===== src/spcs_map.svh =====
// Register indices, field positions, reset values and timing counts of the
// serial port control block. Assumes inclusion by bare name.
`ifndef SPCS_MAP_SVH
`define SPCS_MAP_SVH

// ==========================================
// Register indices (4-bit port address)
`define SPCS_REG_MODE 4'h0
`define SPCS_REG_BRR 4'h1
`define SPCS_REG_CTRL 4'h2
`define SPCS_REG_TXD 4'h3
`define SPCS_REG_STATUS 4'h4
`define SPCS_REG_RXD 4'h5
`define SPCS_REG_SMART_CARD_MODE_REG 4'h6
`define SPCS_REG_IRQ_ST 4'h7
`define SPCS_REG_IRQ_EN 4'h8
`define SPCS_REG_IRQ_CLR 4'h9

// ==========================================
// Control register fields
`define SPCS_TIE 7
`define SPCS_RIE 6
`define SPCS_TE 5
`define SPCS_RE 4
`define SPCS_CLOCK_SEL_HIGH 1
`define SPCS_CLOCK_SEL_LOW 0

// ==========================================
// Mode and smart card fields
`define SPCS_MODE_B7 7
`define SPCS_PAR_EN 5
`define SPCS_PAR_ODD 4
`define SPCS_SC_SEL 0

// ==========================================
// Status flags, stored as status bits 7..2
`define SPCS_TXE 5
`define SPCS_RXF 4
`define SPCS_OVERRUN_ERROR_FLAG 3
`define SPCS_FER 2
`define SPCS_PER 1
`define SPCS_TEND 0
`define SPCS_FLAG_LSB 2

// ==========================================
// Interrupt event bits
`define SPCS_EV_RXF 0
`define SPCS_EV_ERR 1
`define SPCS_EV_TXE 2
`define SPCS_EV_TEND 3

// ==========================================
// Reset values and timing counts
`define SPCS_RST_FLAGS 6'h21
`define SPCS_RST_BRR 8'hff
`define SPCS_TICK_LAST 4'hf
`define SPCS_TICK_MID 4'h7
`define SPCS_BIT_LAST 3'h7

`endif


===== src/spcs_pkg.sv =====
// Types of the serial port control block: bus request, FSM states and the
// packed state records of both modules. Assumes spcs_map.svh alongside.
package spcs_pkg;

  // ==========================================
  // Register port request
  typedef struct packed {
    logic [3:0] addr;
    logic [7:0] wdata;
    logic wr;
    logic rd;
  } spcs_bus_t;

  // ==========================================
  // Shifter states
  typedef enum logic [2:0] {
    tx_idle = 3'h0, tx_start = 3'h1, tx_data = 3'h2, tx_par = 3'h3, tx_stop = 3'h4
  } spcs_tx_t;

  typedef enum logic [2:0] {
    rx_idle = 3'h0, rx_start = 3'h1, rx_data = 3'h2, rx_par = 3'h3, rx_stop = 3'h4
  } spcs_rx_t;

  // ==========================================
  // Bit rate generator state
  typedef struct packed {
    logic [5:0] pre;
    logic [7:0] div;
    logic tick;
  } spcs_baud_state_t;

  // ==========================================
  // Main block state
  typedef struct packed {
    logic [7:0] mode;
    logic [7:0] brr;
    logic [7:0] ctrl;
    logic [7:0] txd;
    logic [7:0] rxd;
    logic [7:0] smart_card_mode_reg;
    logic [5:0] flags;
    logic [5:0] seen;
    logic [3:0] irq_st;
    logic [3:0] irq_en;
    spcs_tx_t tx_st;
    spcs_rx_t rx_st;
    logic [3:0] tx_tc;
    logic [3:0] rx_tc;
    logic [2:0] tx_bc;
    logic [2:0] rx_bc;
    logic [7:0] tx_sh;
    logic [7:0] rx_sh;
    logic tx_par;
    logic rx_perr;
    logic [3:0] ck_tc;
    logic int_sck;
    logic [1:0] rxd_sy;
    logic [1:0] sck_sy;
    logic eff_prev;
    logic txd_o;
    logic sck_o;
    logic sck_oe;
    logic [7:0] rdata;
  } spcs_state_t;

endpackage : spcs_pkg


===== src/spcs_baud_gen.sv =====
// Bit rate generator: 16x oversampling tick from core clock.
// Assumes prescale and divisor are static while enabled.
`timescale 1ns/100ps
`include "spcs_map.svh"

module spcs_baud_gen (
  // Clock and reset
  input wire logic core_clk,
  input wire logic rstn,
  // Setting
  input wire logic en,
  input wire logic [1:0] presc,
  input wire logic [7:0] divisor,
  // Tick out
  output logic tick
);

  spcs_pkg::spcs_baud_state_t st, next_st;
  logic [5:0] pre_lim;

  // ==========================================
  // Prescaler of 1, 4, 16 or 64 cycles
  always_comb begin
    case (presc)
      2'h0: pre_lim = 6'h00;
      2'h1: pre_lim = 6'h03;
      2'h2: pre_lim = 6'h0f;
      default: pre_lim = 6'h3f;
    endcase
  end

  // Divide by divisor plus one, one-cycle tick
  always_comb begin
    next_st = st;
    next_st.tick = 1'b0;
    if (!en) begin
      next_st.pre = 6'h00;
      next_st.div = 8'h00;
    end else if (st.pre == pre_lim) begin
      next_st.pre = 6'h00;
      if (st.div == divisor) begin
        next_st.div = 8'h00;
        next_st.tick = 1'b1;
      end else begin
        next_st.div = st.div + 8'h01;
      end
    end else begin
      next_st.pre = st.pre + 6'h01;
    end
  end

  always_ff @(posedge core_clk or negedge rstn) begin
    if (!rstn) begin
      st <= '0;
    end else begin
      st <= next_st;
    end
  end

  assign tick = st.tick;

endmodule : spcs_baud_gen


===== src/spcs_top.sv =====
// Serial port control unit with smart card clock control.
// Assumes a register master on core_clk; serial pins are asynchronous.
//
// Behaviour
// - receive interrupt enable gates full and error requests
// - request drops on flag clear or enable clear
// - transmitter disabled holds transmit empty flag high
// - transmit starts once empty flag cleared
// - receiver disable keeps receive status flags
// - receive starts on start bit or clock
// - smart card mode redefines clock bits and mode bit 7
// - clock bits pick source and pin output
// - smart card can hold clock pin level
// - hold off: port pin or clock out
// - hold on, both bits low: pin low
// - hold on: high bit alone holds high, low bit clocks
`timescale 1ns/100ps
`include "spcs_map.svh"

module spcs_top (
  // Clock and reset
  input wire logic core_clk,
  input wire logic rstn,
  // Register port
  input wire spcs_pkg::spcs_bus_t bus,
  output logic [7:0] rdata,
  // Serial pins
  input wire logic rxd_pin,
  output logic txd_pin,
  input wire logic sck_i,
  output logic sck_o,
  output logic sck_oe,
  // Interrupts
  output logic receive_full_irq,
  output logic receive_error_irq,
  output logic irq
);

  spcs_pkg::spcs_state_t st, next_st;
  logic tick;
  logic sc, hold, sync, ext, sync_int;
  logic eff_sck, rise, fall, ck_run, tx_adv, rx_adv, rxd;

  // ==========================================
  // Bit rate generator
  spcs_baud_gen u_baud (
    .core_clk(core_clk),
    .rstn(rstn),
    .en(st.ctrl[`SPCS_TE] | st.ctrl[`SPCS_RE]),
    .presc(st.mode[1:0]),
    .divisor(st.brr),
    .tick(tick)
  );

  // ==========================================
  // Mode decode
  // Bit 7 of mode is clock hold in smart card mode, sync select otherwise
  assign sc = st.smart_card_mode_reg[`SPCS_SC_SEL];
  assign hold = sc & st.mode[`SPCS_MODE_B7];
  assign sync = ~sc & st.mode[`SPCS_MODE_B7];
  assign ext = sync & st.ctrl[`SPCS_CLOCK_SEL_HIGH];
  assign sync_int = sync & ~st.ctrl[`SPCS_CLOCK_SEL_HIGH];
  assign rxd = st.rxd_sy[1];

  // Serial clock edges, internal or from the pin
  assign eff_sck = ext ? st.sck_sy[1] : st.int_sck;
  assign rise = eff_sck & ~st.eff_prev;
  assign fall = ~eff_sck & st.eff_prev;
  // Internal sync clock only runs while there is work
  assign ck_run = (st.tx_st != spcs_pkg::tx_idle) | (st.ctrl[`SPCS_RE] & ~st.flags[`SPCS_RXF]);
  assign tx_adv = sync ? fall : (tick && st.tx_tc == `SPCS_TICK_LAST);
  assign rx_adv = sync ? rise : (tick && st.rx_tc == `SPCS_TICK_LAST);

  // ==========================================
  // Next state
  always_comb begin
    logic [7:0] rx_word;
    logic rx_done, rx_ferr, txe_set, tx_done;
    logic [3:0] ev;
    rx_word = st.rx_sh;
    rx_done = 1'b0;
    rx_ferr = 1'b0;
    txe_set = 1'b0;
    tx_done = 1'b0;
    ev = 4'h0;
    next_st = st;
    next_st.rdata = 8'h00;
    // Pin synchronisers
    next_st.rxd_sy = {st.rxd_sy[0], rxd_pin};
    next_st.sck_sy = {st.sck_sy[0], sck_i};
    next_st.eff_prev = eff_sck;

    // Internal clock: low half then high half of 16 ticks, idles high
    if (sync_int && !ck_run) begin
      next_st.ck_tc = 4'h0;
      next_st.int_sck = 1'b1;
    end else if (tick) begin
      next_st.ck_tc = st.ck_tc + 4'h1;
      next_st.int_sck = sync_int ? next_st.ck_tc[3] : 1'b1;
    end

    // Transmitter
    if (tick) begin
      next_st.tx_tc = st.tx_tc + 4'h1;
    end
    case (st.tx_st)
      spcs_pkg::tx_idle: begin
        if (st.ctrl[`SPCS_TE] && !st.flags[`SPCS_TXE]) begin
          next_st.tx_sh = st.txd;
          next_st.tx_par = (^st.txd) ^ st.mode[`SPCS_PAR_ODD];
          next_st.tx_tc = 4'h0;
          next_st.txd_o = sync; // Start bit in async mode
          next_st.tx_st = spcs_pkg::tx_start;
          txe_set = 1'b1;
        end
      end
      spcs_pkg::tx_start: begin
        if (tx_adv) begin
          next_st.txd_o = st.tx_sh[0];
          next_st.tx_bc = 3'h0;
          next_st.tx_st = spcs_pkg::tx_data;
        end
      end
      spcs_pkg::tx_data: begin
        if (tx_adv) begin
          if (st.tx_bc != `SPCS_BIT_LAST) begin
            next_st.tx_sh = {1'b0, st.tx_sh[7:1]};
            next_st.txd_o = st.tx_sh[1];
            next_st.tx_bc = st.tx_bc + 3'h1;
          end else if (sync) begin
            next_st.txd_o = 1'b1;
            next_st.tx_st = spcs_pkg::tx_idle;
            tx_done = 1'b1;
          end else if (st.mode[`SPCS_PAR_EN]) begin
            next_st.txd_o = st.tx_par;
            next_st.tx_st = spcs_pkg::tx_par;
          end else begin
            next_st.txd_o = 1'b1;
            next_st.tx_st = spcs_pkg::tx_stop;
          end
        end
      end
      spcs_pkg::tx_par: begin
        if (tx_adv) begin
          next_st.txd_o = 1'b1;
          next_st.tx_st = spcs_pkg::tx_stop;
        end
      end
      spcs_pkg::tx_stop: begin
        if (tx_adv) begin
          next_st.tx_st = spcs_pkg::tx_idle;
          tx_done = 1'b1;
        end
      end
      default: begin
        next_st.tx_st = spcs_pkg::tx_idle;
      end
    endcase
    // Disabling aborts the frame and idles the line
    if (!st.ctrl[`SPCS_TE]) begin
      next_st.tx_st = spcs_pkg::tx_idle;
      next_st.txd_o = 1'b1;
    end

    // Receiver
    if (tick) begin
      next_st.rx_tc = st.rx_tc + 4'h1;
    end
    case (st.rx_st)
      spcs_pkg::rx_idle: begin
        if (st.ctrl[`SPCS_RE] && !sync && tick && !rxd) begin
          next_st.rx_tc = 4'h0;
          next_st.rx_st = spcs_pkg::rx_start;
        end else if (st.ctrl[`SPCS_RE] && sync && rise) begin
          next_st.rx_sh = {rxd, st.rx_sh[7:1]};
          next_st.rx_bc = 3'h1;
          next_st.rx_st = spcs_pkg::rx_data;
        end
      end
      spcs_pkg::rx_start: begin
        // Recheck mid start bit to reject glitches
        if (tick && st.rx_tc == `SPCS_TICK_MID) begin
          next_st.rx_tc = 4'h0;
          next_st.rx_bc = 3'h0;
          next_st.rx_perr = 1'b0;
          next_st.rx_st = rxd ? spcs_pkg::rx_idle : spcs_pkg::rx_data;
        end
      end
      spcs_pkg::rx_data: begin
        if (rx_adv) begin
          rx_word = {rxd, st.rx_sh[7:1]};
          next_st.rx_sh = rx_word;
          next_st.rx_bc = st.rx_bc + 3'h1;
          if (st.rx_bc == `SPCS_BIT_LAST) begin
            if (sync) begin
              rx_done = st.ctrl[`SPCS_RE];
              next_st.rx_st = spcs_pkg::rx_idle;
            end else begin
              next_st.rx_st = st.mode[`SPCS_PAR_EN] ? spcs_pkg::rx_par : spcs_pkg::rx_stop;
            end
          end
        end
      end
      spcs_pkg::rx_par: begin
        if (rx_adv) begin
          next_st.rx_perr = rxd ^ (^st.rx_sh) ^ st.mode[`SPCS_PAR_ODD];
          next_st.rx_st = spcs_pkg::rx_stop;
        end
      end
      spcs_pkg::rx_stop: begin
        if (rx_adv) begin
          rx_done = st.ctrl[`SPCS_RE];
          rx_ferr = ~rxd;
          next_st.rx_st = spcs_pkg::rx_idle;
        end
      end
      default: begin
        next_st.rx_st = spcs_pkg::rx_idle;
      end
    endcase
    // Disabling stops reception; status flags stay as they are
    if (!st.ctrl[`SPCS_RE]) begin
      next_st.rx_st = spcs_pkg::rx_idle;
    end

    // Register writes
    if (bus.wr) begin
      case (bus.addr)
        `SPCS_REG_MODE: next_st.mode = bus.wdata;
        `SPCS_REG_BRR: next_st.brr = bus.wdata;
        `SPCS_REG_CTRL: next_st.ctrl = bus.wdata;
        `SPCS_REG_TXD: next_st.txd = bus.wdata;
        `SPCS_REG_SMART_CARD_MODE_REG: next_st.smart_card_mode_reg = {7'h00, bus.wdata[`SPCS_SC_SEL]};
        `SPCS_REG_IRQ_EN: next_st.irq_en = bus.wdata[3:0];
        `SPCS_REG_IRQ_CLR: next_st.irq_st = st.irq_st & ~bus.wdata[3:0];
        `SPCS_REG_STATUS: begin
          // A flag clears only by writing 0 after reading it as 1
          for (int i = 0; i < 6; i++) begin
            if (!bus.wdata[i + `SPCS_FLAG_LSB] && st.seen[i]) begin
              next_st.flags[i] = 1'b0;
              next_st.seen[i] = 1'b0;
            end
          end
        end
        default: begin
        end
      endcase
    end

    // Register reads, data valid in the following cycle only
    if (bus.rd) begin
      case (bus.addr)
        `SPCS_REG_MODE: next_st.rdata = st.mode;
        `SPCS_REG_BRR: next_st.rdata = st.brr;
        `SPCS_REG_CTRL: next_st.rdata = st.ctrl;
        `SPCS_REG_TXD: next_st.rdata = st.txd;
        `SPCS_REG_RXD: next_st.rdata = st.rxd;
        `SPCS_REG_SMART_CARD_MODE_REG: next_st.rdata = st.smart_card_mode_reg;
        `SPCS_REG_IRQ_ST: next_st.rdata = {4'h0, st.irq_st};
        `SPCS_REG_IRQ_EN: next_st.rdata = {4'h0, st.irq_en};
        `SPCS_REG_STATUS: begin
          next_st.rdata = {st.flags, 2'b00};
          next_st.seen = st.seen | st.flags;
        end
        default: next_st.rdata = 8'h00;
      endcase
    end

    // Hardware events win over a same-cycle software clear
    if (txe_set) begin
      next_st.flags[`SPCS_TXE] = 1'b1;
      next_st.flags[`SPCS_TEND] = 1'b0;
      ev[`SPCS_EV_TXE] = 1'b1;
    end
    if (tx_done && st.flags[`SPCS_TXE]) begin
      next_st.flags[`SPCS_TEND] = 1'b1;
      ev[`SPCS_EV_TEND] = 1'b1;
    end
    if (rx_done) begin
      // An unread word blocks the new one and flags overrun
      if (st.flags[`SPCS_RXF]) begin
        next_st.flags[`SPCS_OVERRUN_ERROR_FLAG] = 1'b1;
        ev[`SPCS_EV_ERR] = 1'b1;
      end else begin
        next_st.rxd = rx_word;
        next_st.flags[`SPCS_RXF] = 1'b1;
        ev[`SPCS_EV_RXF] = 1'b1;
        if (rx_ferr || st.rx_perr) begin
          next_st.flags[`SPCS_FER] = st.flags[`SPCS_FER] | rx_ferr;
          next_st.flags[`SPCS_PER] = st.flags[`SPCS_PER] | st.rx_perr;
          ev[`SPCS_EV_ERR] = 1'b1;
        end
      end
    end
    next_st.irq_st = next_st.irq_st | ev;
    // Transmitter off pins the empty flag at one
    if (!st.ctrl[`SPCS_TE]) begin
      next_st.flags[`SPCS_TXE] = 1'b1;
    end

    // Clock pin function
    next_st.sck_oe = 1'b0;
    next_st.sck_o = 1'b1;
    if (sc) begin
      if (st.ctrl[`SPCS_CLOCK_SEL_LOW]) begin
        next_st.sck_oe = 1'b1;
        next_st.sck_o = st.ck_tc[3];
      end else if (hold) begin
        next_st.sck_oe = 1'b1;
        next_st.sck_o = st.ctrl[`SPCS_CLOCK_SEL_HIGH];
      end
    end else if (sync_int) begin
      next_st.sck_oe = 1'b1;
      next_st.sck_o = st.int_sck;
    end else if (!sync && !st.ctrl[`SPCS_CLOCK_SEL_HIGH] && st.ctrl[`SPCS_CLOCK_SEL_LOW]) begin
      next_st.sck_oe = 1'b1;
      next_st.sck_o = st.ck_tc[3];
    end
  end

  // ==========================================
  // State register
  always_ff @(posedge core_clk or negedge rstn) begin
    if (!rstn) begin
      st <= '0;
      st.brr <= `SPCS_RST_BRR;
      st.flags <= `SPCS_RST_FLAGS;
      st.int_sck <= 1'b1;
      st.eff_prev <= 1'b1;
      st.rxd_sy <= 2'h3;
      st.txd_o <= 1'b1;
      st.sck_o <= 1'b1;
    end else begin
      st <= next_st;
    end
  end

  // ==========================================
  // Outputs
  assign rdata = st.rdata;
  assign txd_pin = st.txd_o;
  assign sck_o = st.sck_o;
  assign sck_oe = st.sck_oe;
  // Requests fall as soon as the flag or the enable goes
  assign receive_full_irq = st.ctrl[`SPCS_RIE] & st.flags[`SPCS_RXF];
  assign receive_error_irq = st.ctrl[`SPCS_RIE]
    & (st.flags[`SPCS_OVERRUN_ERROR_FLAG] | st.flags[`SPCS_FER] | st.flags[`SPCS_PER]);
  assign irq = |(st.irq_st & st.irq_en);
endmodule : spcs_top


===== config.mk =====
export PLATFORM = sky130hd
export DESIGN_NAME = spcs_top
export DESIGN_NICKNAME = d
export VERILOG_FILES = /design/src/spcs_pkg.sv /design/src/spcs_baud_gen.sv /design/src/spcs_top.sv
export VERILOG_INCLUDE_DIRS = /design/src /design/src/src
export SDC_FILE = /design/constraint.sdc
export NUM_CORES = 1
export LEC_CHECK = 0
export ABC_CLOCK_PERIOD_IN_PS = 1900
export BUFFER_PORTS_ARGS = -buffer_cell sky130_fd_sc_hd__buf_4
export CAP_MARGIN = 20
export CORE_UTILIZATION = 30
export CTS_BUF_LIST = sky130_fd_sc_hd__clkbuf_8
export CTS_CLUSTER_DIAMETER = 150
export DETAILED_ROUTE_END_ITERATION = 16
export MAX_ROUTING_LAYER = met4
export PLACE_DENSITY = 0.48
export REMOVE_ABC_BUFFERS = 1
export SLEW_MARGIN = 20
export SYNTH_ARGS = -nofsm -noshare
export SYNTH_HDL_FRONTEND = slang
export SYNTH_SLANG_ARGS = --single-unit
export TNS_END_PERCENT = 100

===== constraint.sdc =====
create_clock -name core_clk -period 1.9 [get_ports core_clk]
set_input_delay 0.095 -clock core_clk [delete_from_list [all_inputs] [get_ports core_clk]]
set_output_delay 0.095 -clock core_clk [all_outputs]
set_load 0.005 [all_outputs]

==> results_dict.tcl <==
set metrics [dict create \
    hold_viol_final 0 \
    route.vias.total 5560 \
    clk_transition_reported_paths_ns 0.08 \
    critical_path_arrival_ns 2.23 \
    num_antenna_cells 0 \
    number_of_search_and_repair_iterations_in_the_first_detailed_routing_pass 5 \
    synth_seq_cells 135 \
    drtIter0Drc 258 \
    layout.area.seq_um2 3400 \
    synth_top_family_by_area "simple AND/OR/NAND/NOR gates" \
    initial_core_utilization 0.3104 \
    drt_drc_violations_left 0 \
    fillCellCount 2252 \
    grt_first_pass_wirelength_um 31120 \
    synth-warning-count 0 \
    crit_path_max_fanout 8 \
    r2r-start "st[46]" \
    wl_um 19270 \
    cellPowerDensity_nw_per_um2 932.7 \
    multi_input_area_um2 3591 \
    synth_largest_area_cell "sky130_fd_sc_hd__dfrtp_1" \
    setup_viol 1 \
    period_minus_slack_ns 1.914 \
    die_x_um 156.0 \
    maxCapViolations 0 \
    post_route_cells_drive_above_1_share 0.2639 \
    ys_top_cells_by_area "sky130_fd_sc_hd__dfrtp_1, sky130_fd_sc_hd__mux2_2, sky130_fd_sc_hd__dfstp_2, sky130_fd_sc_hd__mux2i_1, sky130_fd_sc_hd__nor2_1" \
    finalCoreUtilization 0.3740 \
    place_worst_setup_slack_ns -0.1774 \
    reg2reg_slack_ns -0.01 \
    synth.top_cell.area_share 0.4186 \
    design.final.nets 787 \
    finalMaxSlewViolations 0 \
    placedInstanceArea_um2 7868 \
    post_layout_cell_count 1086 \
    setup_repair_after_global_routing_missed_its_margin "yes" \
    max_clock_freq_ghz 0.5226 \
    final_cycle_share 1.007 \
    num_rows 55 \
    post_synth_and_or_nand_nor_area_fraction 0.1522 \
    cell_chosen_for_the_clock_root "sky130_fd_sc_hd__clkbuf_8" \
    syn-instance-count 690 \
    violated_checks "negative setup slack" \
    drt-vias-per-instance 5.120 \
    cts_made_buffers 17 \
    grt_max_degree 50 \
    critPathCaptureType "flop" \
    r2r-end "st[75]" \
    timing.reg2reg.worst_path_depth 7 \
    initial_antenna_violation_count 0 \
    run_status "finished with violations" \
    synth_compound_gate_area_share 0.1449 \
    worst_ir_drop_vdd_mv 0.3688 \
    final_non_filler_cell_area_um2 8569 \
    die_area_um2 24330 \
    first_global_vias 5625 \
    grt_util_all_layers 0.1717 \
    hold_end "st[67]" \
    post-synth-top-count-cell "sky130_fd_sc_hd__dfrtp_1" \
    worstHoldPathCells 3 \
    finClkSkew_ns 0.009304 \
    yosysSeqAreaShare 0.4777 \
    core_area_um2 22920 \
    area_growth_pct 20.47 \
    fp.dieH_um 156.0 \
    worst_hold_slack_across_all_endpoints_ns 0.09727 \
    synth_adder_area_share 0.01583 \
    holdCritPathClass "in -> reg" \
    clock-sinks 135 \
    antenna_left 0 \
    place_inst 1037 \
    synth.mux.area_fraction 0.1228 \
    port-buffer-count 31 \
    synth.distinct_cells 68 \
    p_leak_uw 0.003755 \
    yosys.area_share.xor_xnor 0.04802 \
    htree_num_levels 4 \
    cts_max_path_buffers 2 \
    synthTopCellsByCount "sky130_fd_sc_hd__dfrtp_1, sky130_fd_sc_hd__nor2_1, sky130_fd_sc_hd__nand2_1" \
    dp.final_hpwl_um 13700 \
    post_synth.cell_area_avg_um2 10.31 \
    hp-start "bus[0]" \
    ios 32 \
    timing.critical_path.from_type "flop" \
    edff_count_synth 0 \
    grt_remaining_overflow 0 \
    max_slew.worst_pin.slew_ns 0.6233 \
    timing.critical_path.required_ns 2.21 \
    flip_flop_cell_with_the_highest_count_after_synthesis "sky130_fd_sc_hd__dfrtp_1" \
    timing.max_slew.rel_slack 0.5829 \
    tritoncts "done" \
    setup_slack_ns -0.01351 \
    insertion_delay_ns 0.44 \
    asyncSetResetFlopFracSynth 1.000 \
    critPathKind "reg -> reg" \
    syn_area_um2 7113 \
    finalWeightedCongestion 0.8994 \
    drt-wirelength-per-cell_um 17.74 \
]
what timing repair did:
action / 4_1_cts / 5_1_grt
setup endpoints to repair: 37 / 38
resized for setup: 11 / 26
hold buffers: 12 / 0
endpoints found under the hold margin: 170 / 0
gates cloned: 0 / 1
pin swaps: 5 / 3
buffers inserted: 2 / 2
worst max-delay path: stages, from the launching register on:
cell,delay (ns)
sky130_fd_sc_hd__dfrtp_1,0.39
sky130_fd_sc_hd__ha_2,0.20
sky130_fd_sc_hd__and3_4,0.17
sky130_fd_sc_hd__a32o_2,0.29
sky130_fd_sc_hd__buf_6,0.14
sky130_fd_sc_hd__and4bb_4,0.21
sky130_fd_sc_hd__a2111oi_4,0.28
sky130_fd_sc_hd__o22ai_1,0.10
worst max path at each step:
stage	from	to	depth (start not counted)	slack, ns
2_1_floorplan	st[45]	st[30]	6	-0.22
3_3_place_gp	st[116]	u_baud.tick	5	-0.22
3_5_place_dp	st[45]	st[29]	6	-0.18
4_1_cts	st[46]	st[75]	7	0.01
5_1_grt	st[46]	st[74]	7	-0.05
6_report	st[46]	st[75]	7	-0.01
per-stage QoR:
stage               setup TNS, ns  total power (µW)
floorplan                  -2.853              4729
global placement           -1.683              5484
detailed placement         -3.155              5531
CTS                             0              7986
global route              -0.2769              8455
finish                   -0.01351              7992
final cells by class:
type	count	share of cell area
Multi-Input combinational cell	502	0.4190
Timing Repair Buffer	90	0.08746
Clock inverter	11	0.01124
Tap cell	313	0.04570
Clock buffer	21	0.03373
Inverter	14	0.006132
Sequential cell	135	0.3967
cell usage in the layout (no fill, tap or decap), types with 4 or more instances in the layout:
master / synthesis / layout
sky130_fd_sc_hd__ha_1: 9 / 7
sky130_fd_sc_hd__and3_1: 5 / 4
sky130_fd_sc_hd__clkbuf_8: 0 / 21
sky130_fd_sc_hd__mux2_1: 7 / 7
sky130_fd_sc_hd__nor2_1: 62 / 60
sky130_fd_sc_hd__a31oi_1: 5 / 5
sky130_fd_sc_hd__nand3_1: 16 / 16
sky130_fd_sc_hd__nand4_1: 6 / 6
sky130_fd_sc_hd__xnor2_1: 23 / 23
sky130_fd_sc_hd__o22ai_1: 6 / 6
sky130_fd_sc_hd__nand2b_1: 12 / 11
sky130_fd_sc_hd__nor3_1: 9 / 6
sky130_fd_sc_hd__mux2_2: 47 / 47
sky130_fd_sc_hd__a22oi_1: 9 / 9
sky130_fd_sc_hd__mux2i_1: 25 / 25
sky130_fd_sc_hd__o21ai_0: 38 / 37
sky130_fd_sc_hd__a21oi_1: 37 / 36
sky130_fd_sc_hd__and2_1: 4 / 4
sky130_fd_sc_hd__or3_1: 9 / 9
sky130_fd_sc_hd__nand2_1: 60 / 59
sky130_fd_sc_hd__inv_1: 14 / 21
sky130_fd_sc_hd__a22o_1: 11 / 10
sky130_fd_sc_hd__dfrtp_1: 119 / 118
sky130_fd_sc_hd__nor3b_1: 5 / 4
sky130_fd_sc_hd__a211oi_1: 5 / 4
sky130_fd_sc_hd__xor2_1: 16 / 16
sky130_fd_sc_hd__buf_4: 8 / 72
sky130_fd_sc_hd__dfstp_2: 16 / 16
sky130_fd_sc_hd__nor2b_1: 13 / 12
sky130_fd_sc_hd__or2_2: 5 / 5
sky130_fd_sc_hd__dlygate4sd3_1: 0 / 12
cells by family after synthesis:
logic type | after synthesis
simple gates | 219
fa+ha+maj | 9
xor+xnor | 39
flops | 135
mux | 80
buf+inv | 54
compound gates | 154
report_power, final:
part / internal, µW / total (µW) / switching, µW
registers: 3300 / 3720 / 423
clock network: 1270 / 2380 / 1110
logic: 942 / 1900 / 956
total: 5510 / 7990 / 2480
per-layer routing:
layer / track usage / share of wire
met3: 0.03194 / 0.034
met4: 0.06676 / 0.022
met5: - / 0
met1: 0.2252 / 0.48
met2: 0.2613 / 0.47
sequential cells by signal, summed over array words and instances, names as in the netlist:
| signal | count |
|---|---|
| u_baud.st | 14 |
| st | 105 |
| rdata | 8 |
| txd_pin | 1 |
| sc | 1 |
| sck_o | 1 |
| next_st | 2 |
| rxd | 1 |
| sck_oe | 1 |
| u_baud.tick | 1 |
No activity file was read; power rests on OpenSTA's default activity.
